### src/hw/rco_pkg.sv
// constants, register map and types for the reference clock output block
// Notes on behaviour
// [RL1] Generated clock drives the output pin and the same signal goes to on-chip users.
// [RL2] Source codes 0-4: system, high, low, medium 500 kHz, medium 32 kHz oscillators.
// [RL3] Codes 5-11: secondary crystal, external, numeric osc, logic cells 1-4; 12-15 reserved.
// [RL4] Control bit 7 set starts the module and output; clear stops it.
// [RL5] Output starts glitch-free: first pulse after enable is a full period.
// [RL6] Clearing the enable bit turns the output off at once.
// [RL7] Divider field divides base clock by two to the field value, 1 to 128.
// [RL8] Nonzero divider: duty 11 gives 75%, 10 gives 50%, 01 gives 25%, 00 low.
// [RL9] Divider 000: any nonzero duty gives 50%; duty 00 stays low.
// [RL10] Reset loads duty 10, enable 0 and divider 0.
// [RL11] Software changes divider and duty only while disabled, else pulses may corrupt.
// [RL12] Output keeps running in sleep unless the system oscillator is selected.
// [RL13] Module disable holds block in reset, outputs off, writes ignored, reads zero.
// [RL14] Unused control bits 6:5 and select bits 7:4 read zero; source resets to 0.
package rco_pkg;
  // register indices; byte address is four times the index
  localparam logic [11:0] IDX_CTRL = 12'h296;
  localparam logic [11:0] IDX_SRC = 12'h297;
  localparam int ADDR_W = 14;
  localparam logic [13:0] ADR_CTRL = {IDX_CTRL, 2'h0};
  localparam logic [13:0] ADR_SRC = {IDX_SRC, 2'h0};
  // control and source select register fields
  localparam int EN_BIT = 7;
  localparam int DUTY_LSB = 3;
  localparam int DUTY_MSB = 4;
  localparam int DIV_LSB = 0;
  localparam int DIV_MSB = 2;
  localparam int SEL_MSB = 3;
  localparam logic [1:0] DUTY_RST = 2'h2;
  localparam logic [1:0] DUTY_OFF = 2'h0;
  localparam logic [2:0] DIV_RST = 3'h0;
  localparam logic [3:0] SEL_RST = 4'h0;
  localparam logic [7:0] CTRL_RST = 8'h10;
  // source codes
  localparam logic [3:0] SRC_SYSOSC = 4'h0;
  localparam logic [3:0] SRC_HFOSC = 4'h1;
  localparam logic [3:0] SRC_LFOSC = 4'h2;
  localparam logic [3:0] SRC_MF500 = 4'h3;
  localparam logic [3:0] SRC_MF32 = 4'h4;
  localparam logic [3:0] SRC_SECONDARY_CRYSTAL_OSC = 4'h5;
  localparam logic [3:0] SRC_EXTERNAL_OSC = 4'h6;
  localparam logic [3:0] SRC_NUMOSC = 4'h7;
  localparam logic [3:0] SRC_CELL1 = 4'h8;
  localparam logic [3:0] SRC_RSVD_MIN = 4'hC;
  localparam int NUM_SRC = 12;
  // half-period counter width: 128 base periods is 256 half periods
  localparam int HCNT_W = 8;
  typedef enum logic [1:0] {WV_IDLE, WV_ARM, WV_RUN} rco_wave_e;
endpackage

### src/hw/rco_src_sel.sv
// source multiplexer and base clock edge detector
`timescale 1ns/1ps
module rco_src_sel (
  input wire logic sys_clk,
  input wire logic rst_n,
  input wire logic [rco_pkg::NUM_SRC-1:0] src_i,
  input wire logic [3:0] sel_i,
  input wire logic sleep_i,
  output logic rise_o,
  output logic fall_o
);
  logic lvl_r;
  logic prev_r;
  logic pick;
  logic frozen;

  // reserved codes select a constant low level
  // [RL2] [RL3] source code decode
  always_comb
  begin
    pick = 1'b0;
    if (sel_i < rco_pkg::SRC_RSVD_MIN)
    begin
      pick = src_i[sel_i];
    end
  end

  // the system oscillator stops in sleep, so its level freezes
  // [RL12] sleep freeze
  assign frozen = sleep_i && (sel_i == rco_pkg::SRC_SYSOSC);

  // sources are synchronous, so one stage is enough for edge detection
  always_ff @(posedge sys_clk)
  begin
    if (!rst_n)
    begin
      lvl_r <= 1'b0;
      prev_r <= 1'b0;
    end
    else
    begin
      lvl_r <= frozen ? lvl_r : pick;
      prev_r <= lvl_r;
    end
  end

  assign rise_o = lvl_r & ~prev_r;
  assign fall_o = ~lvl_r & prev_r;
endmodule

### src/hw/rco_wave.sv
// divider and duty cycle shaper counting base clock half periods
`timescale 1ns/1ps
module rco_wave (
  input wire logic sys_clk,
  input wire logic rst_n,
  input wire logic en_i,
  input wire logic [1:0] duty_i,
  input wire logic [2:0] div_i,
  input wire logic rise_i,
  input wire logic fall_i,
  output logic out_r
);
  rco_pkg::rco_wave_e st_r;
  logic [rco_pkg::HCNT_W-1:0] h_r;
  logic [rco_pkg::HCNT_W-1:0] last;
  logic [rco_pkg::HCNT_W-1:0] h_nxt;
  logic [rco_pkg::HCNT_W:0] thresh;
  logic edge_any;

  // [RL7] period of two to the div plus one half periods
  assign last = rco_pkg::HCNT_W'((9'h002 << div_i) - 9'h001);
  // >= keeps the count bounded if div shrinks while running
  assign h_nxt = (h_r >= last) ? '0 : h_r + 8'h01;
  assign edge_any = rise_i | fall_i;

  // high time in half periods; quarters are exact since a period with a nonzero divider has at least four
  // [RL8] [RL9] duty threshold
  always_comb
  begin
    thresh = '0;
    if (duty_i == rco_pkg::DUTY_OFF)
    begin
      thresh = '0;
    end
    else if (div_i == 3'h0)
    begin
      thresh = 9'h001;
    end
    else
    begin
      thresh = {7'h00, duty_i} << (div_i - 3'h1);
    end
  end

  // state, counter and output
  always_ff @(posedge sys_clk)
  begin
    if (!rst_n)
    begin
      st_r <= rco_pkg::WV_IDLE;
      h_r <= '0;
      out_r <= 1'b0;
    end
    else
    begin
      case (st_r)
        rco_pkg::WV_IDLE:
        begin
          h_r <= '0;
          out_r <= 1'b0;
          if (en_i)
          begin
            st_r <= rco_pkg::WV_ARM;
          end
        end
        // [RL5] start on a rising base edge
        rco_pkg::WV_ARM:
        begin
          if (!en_i)
          begin
            st_r <= rco_pkg::WV_IDLE;
          end
          else if (rise_i)
          begin
            st_r <= rco_pkg::WV_RUN;
            h_r <= '0;
            out_r <= (thresh != '0);
          end
        end
        rco_pkg::WV_RUN:
        begin
          // [RL6] immediate stop
          if (!en_i)
          begin
            st_r <= rco_pkg::WV_IDLE;
            out_r <= 1'b0;
          end
          else if (edge_any)
          begin
            h_r <= h_nxt;
            out_r <= ({1'b0, h_nxt} < thresh);
          end
        end
        default:
        begin
          st_r <= rco_pkg::WV_IDLE;
          out_r <= 1'b0;
        end
      endcase
    end
  end
endmodule

### src/hw/rco_top.sv
// reference clock output: Avalon-MM registers, source select and waveform shaper
`timescale 1ns/1ps
module rco_top (
  input wire logic sys_clk,
  input wire logic rst_n,
  input wire logic [rco_pkg::ADDR_W-1:0] avs_address,
  input wire logic avs_read,
  input wire logic avs_write,
  input wire logic [31:0] avs_writedata,
  input wire logic [3:0] avs_byteenable,
  output logic [31:0] avs_readdata,
  output logic avs_waitrequest,
  input wire logic system_osc_clock,
  input wire logic high_freq_internal_osc,
  input wire logic low_freq_internal_osc,
  input wire logic medium_freq_internal_osc_500k,
  input wire logic medium_freq_internal_osc_32k,
  input wire logic secondary_crystal_osc,
  input wire logic external_osc,
  input wire logic numeric_osc_output,
  input wire logic logic_cell_one_output,
  input wire logic logic_cell_two_output,
  input wire logic logic_cell_three_output,
  input wire logic logic_cell_four_output,
  input wire logic sleep_mode,
  input wire logic refclk_module_disable,
  output logic refclk_out_pin,
  output logic refclk_internal
);
  logic en_r;
  logic [1:0] duty_r;
  logic [2:0] div_r;
  logic [3:0] sel_r;
  logic wait_r;
  logic [31:0] rdata_r;
  logic req;
  logic accept;
  logic hit_ctrl;
  logic hit_src;
  logic wr_lane0;
  logic run_en;
  logic base_rise;
  logic base_fall;
  logic wave_out;
  logic [7:0] ctrl_view;
  logic [7:0] src_view;
  logic [rco_pkg::NUM_SRC-1:0] src_vec;

  // source vector in code order
  // [RL2] [RL3] source ordering
  assign src_vec = {
    logic_cell_four_output,
    logic_cell_three_output,
    logic_cell_two_output,
    logic_cell_one_output,
    numeric_osc_output,
    external_osc,
    secondary_crystal_osc,
    medium_freq_internal_osc_32k,
    medium_freq_internal_osc_500k,
    low_freq_internal_osc,
    high_freq_internal_osc,
    system_osc_clock
  };

  // bus decode; writes only land through byte lane 0
  assign req = avs_read | avs_write;
  assign accept = req & ~wait_r;
  assign hit_ctrl = (avs_address == rco_pkg::ADR_CTRL);
  assign hit_src = (avs_address == rco_pkg::ADR_SRC);
  assign wr_lane0 = accept & avs_write & avs_byteenable[0];

  // read views; unused bits read zero
  // [RL14] zero unused bits
  assign ctrl_view = {en_r, 2'h0, duty_r, div_r};
  assign src_view = {4'h0, sel_r};

  // one wait cycle per access gives read data a full cycle to settle
  always_ff @(posedge sys_clk)
  begin
    if (!rst_n)
    begin
      wait_r <= 1'b1;
    end
    else if (req && wait_r)
    begin
      wait_r <= 1'b0;
    end
    else
    begin
      wait_r <= 1'b1;
    end
  end

  // read data prepared during the wait cycle, held until the next read
  // [RL13] disabled reads zero
  always_ff @(posedge sys_clk)
  begin
    if (!rst_n)
    begin
      rdata_r <= 32'h0000_0000;
    end
    else if (avs_read && wait_r)
    begin
      if (refclk_module_disable)
      begin
        rdata_r <= 32'h0000_0000;
      end
      else if (hit_ctrl)
      begin
        rdata_r <= {24'h00_0000, ctrl_view};
      end
      else if (hit_src)
      begin
        rdata_r <= {24'h00_0000, src_view};
      end
      else
      begin
        rdata_r <= 32'h0000_0000;
      end
    end
  end

  // control register; module disable holds it at reset values
  // [RL10] [RL13] reset and disable values
  always_ff @(posedge sys_clk)
  begin
    if (!rst_n || refclk_module_disable)
    begin
      en_r <= 1'b0;
      duty_r <= rco_pkg::DUTY_RST;
      div_r <= rco_pkg::DIV_RST;
    end
    // [RL4] enable bit write
    else if (wr_lane0 && hit_ctrl)
    begin
      en_r <= avs_writedata[rco_pkg::EN_BIT];
      duty_r <= avs_writedata[rco_pkg::DUTY_MSB:rco_pkg::DUTY_LSB];
      div_r <= avs_writedata[rco_pkg::DIV_MSB:rco_pkg::DIV_LSB];
    end
  end

  // source select register
  // [RL14] source reset
  always_ff @(posedge sys_clk)
  begin
    if (!rst_n || refclk_module_disable)
    begin
      sel_r <= rco_pkg::SEL_RST;
    end
    else if (wr_lane0 && hit_src)
    begin
      sel_r <= avs_writedata[rco_pkg::SEL_MSB:0];
    end
  end

  // disable gates the shaper directly so the pin drops one edge later
  // [RL13] outputs off
  assign run_en = en_r & ~refclk_module_disable;

  rco_src_sel u_src (
    .sys_clk(sys_clk),
    .rst_n(rst_n),
    .src_i(src_vec),
    .sel_i(sel_r),
    .sleep_i(sleep_mode),
    .rise_o(base_rise),
    .fall_o(base_fall)
  );

  rco_wave u_wave (
    .sys_clk(sys_clk),
    .rst_n(rst_n),
    .en_i(run_en),
    .duty_i(duty_r),
    .div_i(div_r),
    .rise_i(base_rise),
    .fall_i(base_fall),
    .out_r(wave_out)
  );

  // one shaper flip-flop feeds the pin and on-chip users alike
  // [RL1] shared output
  assign refclk_out_pin = wave_out;
  assign refclk_internal = wave_out;
  assign avs_readdata = rdata_r;
  assign avs_waitrequest = wait_r;
endmodule

### config.mk
export PLATFORM = sky130hd
export DESIGN_NAME = rco_top
export DESIGN_NICKNAME = d
export VERILOG_FILES = /design/src/hw/rco_pkg.sv /design/src/hw/rco_src_sel.sv /design/src/hw/rco_wave.sv /design/src/hw/rco_top.sv
export SDC_FILE = /design/constraint.sdc
export NUM_CORES = 1
export LEC_CHECK = 0
export BUFFER_PORTS_ARGS = -buffer_cell sky130_fd_sc_hd__buf_4
export CAP_MARGIN = 40
export CORE_ASPECT_RATIO = 0.6
export CORE_UTILIZATION = 45
export DETAILED_ROUTE_END_ITERATION = 10
export GPL_TIMING_DRIVEN = 0
export PLACE_DENSITY = 0.75
export SLEW_MARGIN = 20
export SYNTH_ARGS = -nofsm -noshare
export SYNTH_HDL_FRONTEND = slang
export SYNTH_SLANG_ARGS = --single-unit
### constraint.sdc
create_clock -name sys_clk -period 5.8 [get_ports sys_clk]
set_clock_uncertainty 0.2 [all_clocks]
set_input_delay 1.45 -clock sys_clk [delete_from_list [all_inputs] [get_ports sys_clk]]
set_output_delay 1.45 -clock sys_clk [all_outputs]
set_load 0.005 [all_outputs]
==> impl_metrics.json <==
{
  "outcome": "finished, final reports clean",
  "cp.required_ns": 5.83,
  "grt_pass1_vias": 1956,
  "place_congestion": 0.941,
  "clockPowerShare": 0.409,
  "post_drt_wl_per_cell_um": 13.1,
  "synth_cells": 319,
  "drtPass1Iterations": 4,
  "io_pins": 103,
  "dieWidth_um": 101,
  "via_per_inst": 5.09,
  "p_per_area_nw_per_um2": 138,
  "holdCritStartpoint": "avs_readdata[7]$_SDFFE_PN0P_",
  "pwr-share-seq": 0.464,
  "dieArea_um2": 6160,
  "initial_core_util": 0.469,
  "cp.arrival_ns": 4.94,
  "grt_max_degree": 11,
  "rrSetupSlack_ns": 0.89,
  "yosys_warnings": 0,
  "worst_slack_ns": 0.886,
  "grt.overflow.total": 0,
  "min_path_cells": 2,
  "fmax_mhz": 203,
  "drive_gt1_frac": 0.256,
  "design_area_um2": 3260,
  "synth-seq-area-share": 0.229,
  "swShare": 0.246,
  "clkTransAtPathRegs_ns": 0.07,
  "rows": 21,
  "synthArstFlopShare": 0,
  "port_buffers": 46,
  "min_period_ns": 4.91,
  "worstSetupPathType": "flop to flop",
  "die_y_um": 61.2,
  "yosys_most_used_dff": "dfxtp_1",
  "cts_resized": 0,
  "layout_commonest_cell": "buf_4",
  "rsz0062_at_grt": "false",
  "grt_antenna_before_repair": 0,
  "hold_class": "flop to flop",
  "combPwrFrac": 0.128,
  "drt-total-wl_um": 6280,
  "r2r_cells": 21,
  "clock_latency_ns": 0.29,
  "diodes": 0,
  "dr.first_iter.drc_count": 115,
  "r2r-end": "u_wave.out_r$_SDFFE_PN0P_",
  "drtAntennaViolNets": 0,
  "synthDistinctLibCells": 63,
  "cp_max_fo": 9,
  "grt_pass1_wl_um": 9540,
  "layout.cells.most_common_list": "73 x buf_4, 36 x nor2_1, 33 x nand2_1",
  "final_hold_viol_count": 0,
  "cts_setup_buffers": 0,
  "p_leak_nw": 1.45,
  "areaGrowthSynthToFinish_pct": 24.0,
  "cts-root-buf": "clkbuf_8",
  "ctsHoldBuffers": 0,
  "cts_tree": "done",
  "worstMarginPinSlew_ns": 0.574,
  "dp_slack_ns": 0.994,
  "p_int_mw": 0.339,
  "cp-start-kind": "flop",
  "cts_sinks": 30,
  "clockBufferDepth": 2,
  "nets": 490,
  "max_cap_violations": 0,
  "endpoint_kind": "flop",
  "ys_ff_latch": 30,
  "ir_worst_vdd_v": 0.0000726,
  "fin_crit_sh": 0.847,
  "vias": 2432,
  "grt_use_total": 0.206,
  "worstReg2RegStart": "div_r[0]$_SDFFE_PP0P_",
  "holdPathEnd": "avs_readdata[7]$_SDFFE_PN0P_",
  "post_dp_cell_area_um2": 3170,
  "drc": 0,
  "fp.coreArea_um2": 5600,
  "timing.setup.tns_ns": 0,
  "relSlewSlack": 0.618,
  "fill_cells": 511,
  "synth-edff-count": 0,
  "synth_area_per_cell_um2": 8.24,
  "cts_buffers": 5,
  "power.switching_mw": 0.111,
  "netlist_area_um2": 2630,
  "dp_hpwl_um": 5070,
  "cts_max_level": 2,
  "setup_viol": 0,
  "drv_slew": 0
}
## registers in the layout (all words and copies together), names as in the netlist
signal and flops:
u_wave.h_r 8, avs_readdata 6, sel_r 4, div_r 3
duty_r 2, u_wave.st_r 2, avs_waitrequest 1, en_r 1
u_src.lvl_r 1, u_src.prev_r 1, u_wave.out_r 1
## worst max path at each step
| stage | cells after the start | endpoint | startpoint |
|---|---|---|---|
| 2_1_floorplan | 21 | u_wave.out_r$_SDFFE_PN0P_ | div_r[0]$_SDFFE_PP0P_ |
| 3_3_place_gp | 21 | u_wave.out_r$_SDFFE_PN0P_ | div_r[0]$_SDFFE_PP0P_ |
| 3_5_place_dp | 21 | u_wave.out_r$_SDFFE_PN0P_ | div_r[0]$_SDFFE_PP0P_ |
| 4_1_cts | 21 | u_wave.out_r$_SDFFE_PN0P_ | div_r[0]$_SDFFE_PP0P_ |
| 5_1_grt | 21 | u_wave.out_r$_SDFFE_PN0P_ | div_r[0]$_SDFFE_PP0P_ |
| 6_report | 21 | u_wave.out_r$_SDFFE_PN0P_ | div_r[0]$_SDFFE_PP0P_ |
## metrics by stage
| stage | std cells | total power, mW | hold WS (ns) | util |
|---|---|---|---|---|
| 2_1_floorplan | 344 | 0.244 | 0.246 | - |
| 3_3_place_gp | 470 | 0.269 | 0.245 | 0.566 |
| 3_5_place_dp | 470 | 0.270 | 0.248 | 0.566 |
| 4_1_cts | 478 | 0.450 | 0.257 | 0.582 |
| 5_1_grt | 478 | 0.465 | 0.281 | 0.582 |
| 6_report | 478 | 0.449 | 0.255 | 0.582 |
## routing by layer
| metal | vias up | routed length (um) | track usage |
|---|---|---|---|
| met2 | 79 | 2510 | 0.292 |
| met4 | 0 | 34 | 0.0373 |
| met5 | - | 0 | 0 |
| met1 | 1117 | 3250 | 0.315 |
| met3 | 5 | 489 | 0.0499 |
| li1 | 1231 | - | - |
## final cells by class
cell class                 count  area [um^2]  area share
inverter                      11         41.3      0.0127
buffer                        40          289      0.0887
sequential                    30          601       0.184
tap                           80          100      0.0307
multi-input combinational    263         1790       0.550
clock inverter                 1         5.00     0.00154
clock buffer                   7         86.3      0.0265
timing repair buffer          46          345       0.106
## cell families (layout without fill, tap and decap cells)
group | count (synthesis) | after routing | share of synthesized area
DFF | 30 | 30 | 0.229
adders and majority gates | 25 | 25 | 0.119
buffers and inverters | 51 | 105 | 0.126
AOI/OAI and AO/OA | 54 | 54 | 0.140
other | 1 | 26 | 0.00143
xor gates and xnor gates | 9 | 9 | 0.0300
muxes | 19 | 19 | 0.0871
and+or+nand+nor | 130 | 130 | 0.268
## worst max-delay path, cell delays in order (launching register included)
cell,delay [ns]
dfxtp_1,0.37
clkbuf_1,0.31
inv_1,0.17
ha_1,0.23
clkbuf_1,0.21
nor2b_1,0.24
inv_1,0.07
ha_1,0.24
nor4b_1,0.33
a21oi_1,0.09
ha_1,0.31
nand2_1,0.06
o21ai_0,0.25
a21o_1,0.12
clkbuf_1,0.34
nor2_1,0.11
ha_1,0.34
nand3_1,0.15
nor3_1,0.07
o32ai_1,0.37
a31oi_1,0.14
a21oi_1,0.12
## Yosys cell counts, types with 2 or more instances
cell / n / area [um^2]
a211oi_1: 3 / 22.5
a21oi_1: 19 / 95.1
a2bb2oi_1: 4 / 35.0
a31oi_1: 4 / 25.0
and2_1: 2 / 12.5
and3_1: 2 / 12.5
buf_2: 2 / 10.0
buf_4: 27 / 203
buf_6: 2 / 22.5
clkbuf_1: 7 / 26.3
clkbuf_8: 2 / 27.5
dfxtp_1: 30 / 601
ha_1: 25 / 313
inv_1: 11 / 41.3
mux2i_1: 15 / 150
mux4_2: 3 / 67.6
nand2_1: 33 / 124
nand3_1: 10 / 50.1
nand4_1: 3 / 18.8
nand4b_1: 2 / 17.5
nor2_1: 36 / 135
nor2b_1: 11 / 68.8
nor3_1: 6 / 30.0
nor3b_1: 2 / 15.0
o2111ai_1: 2 / 17.5
o21ai_0: 4 / 20.0
o21bai_1: 2 / 15.0
o22ai_1: 3 / 18.8
o31a_1: 2 / 17.5
or2_2: 2 / 12.5
or3_1: 4 / 25.0
xnor2_1: 5 / 43.8
xor2_1: 4 / 35.0
## power groups by stage
stage	clock network, mW	logic [mW]	registers [mW]
2_1_floorplan	0	0.0311	0.213
3_3_place_gp	0	0.0560	0.213
3_5_place_dp	0	0.0565	0.213
4_1_cts	0.185	0.0566	0.208
5_1_grt	0.194	0.0629	0.208
6_report	0.184	0.0574	0.208
Note: power is estimated with default switching activity, not from simulation.
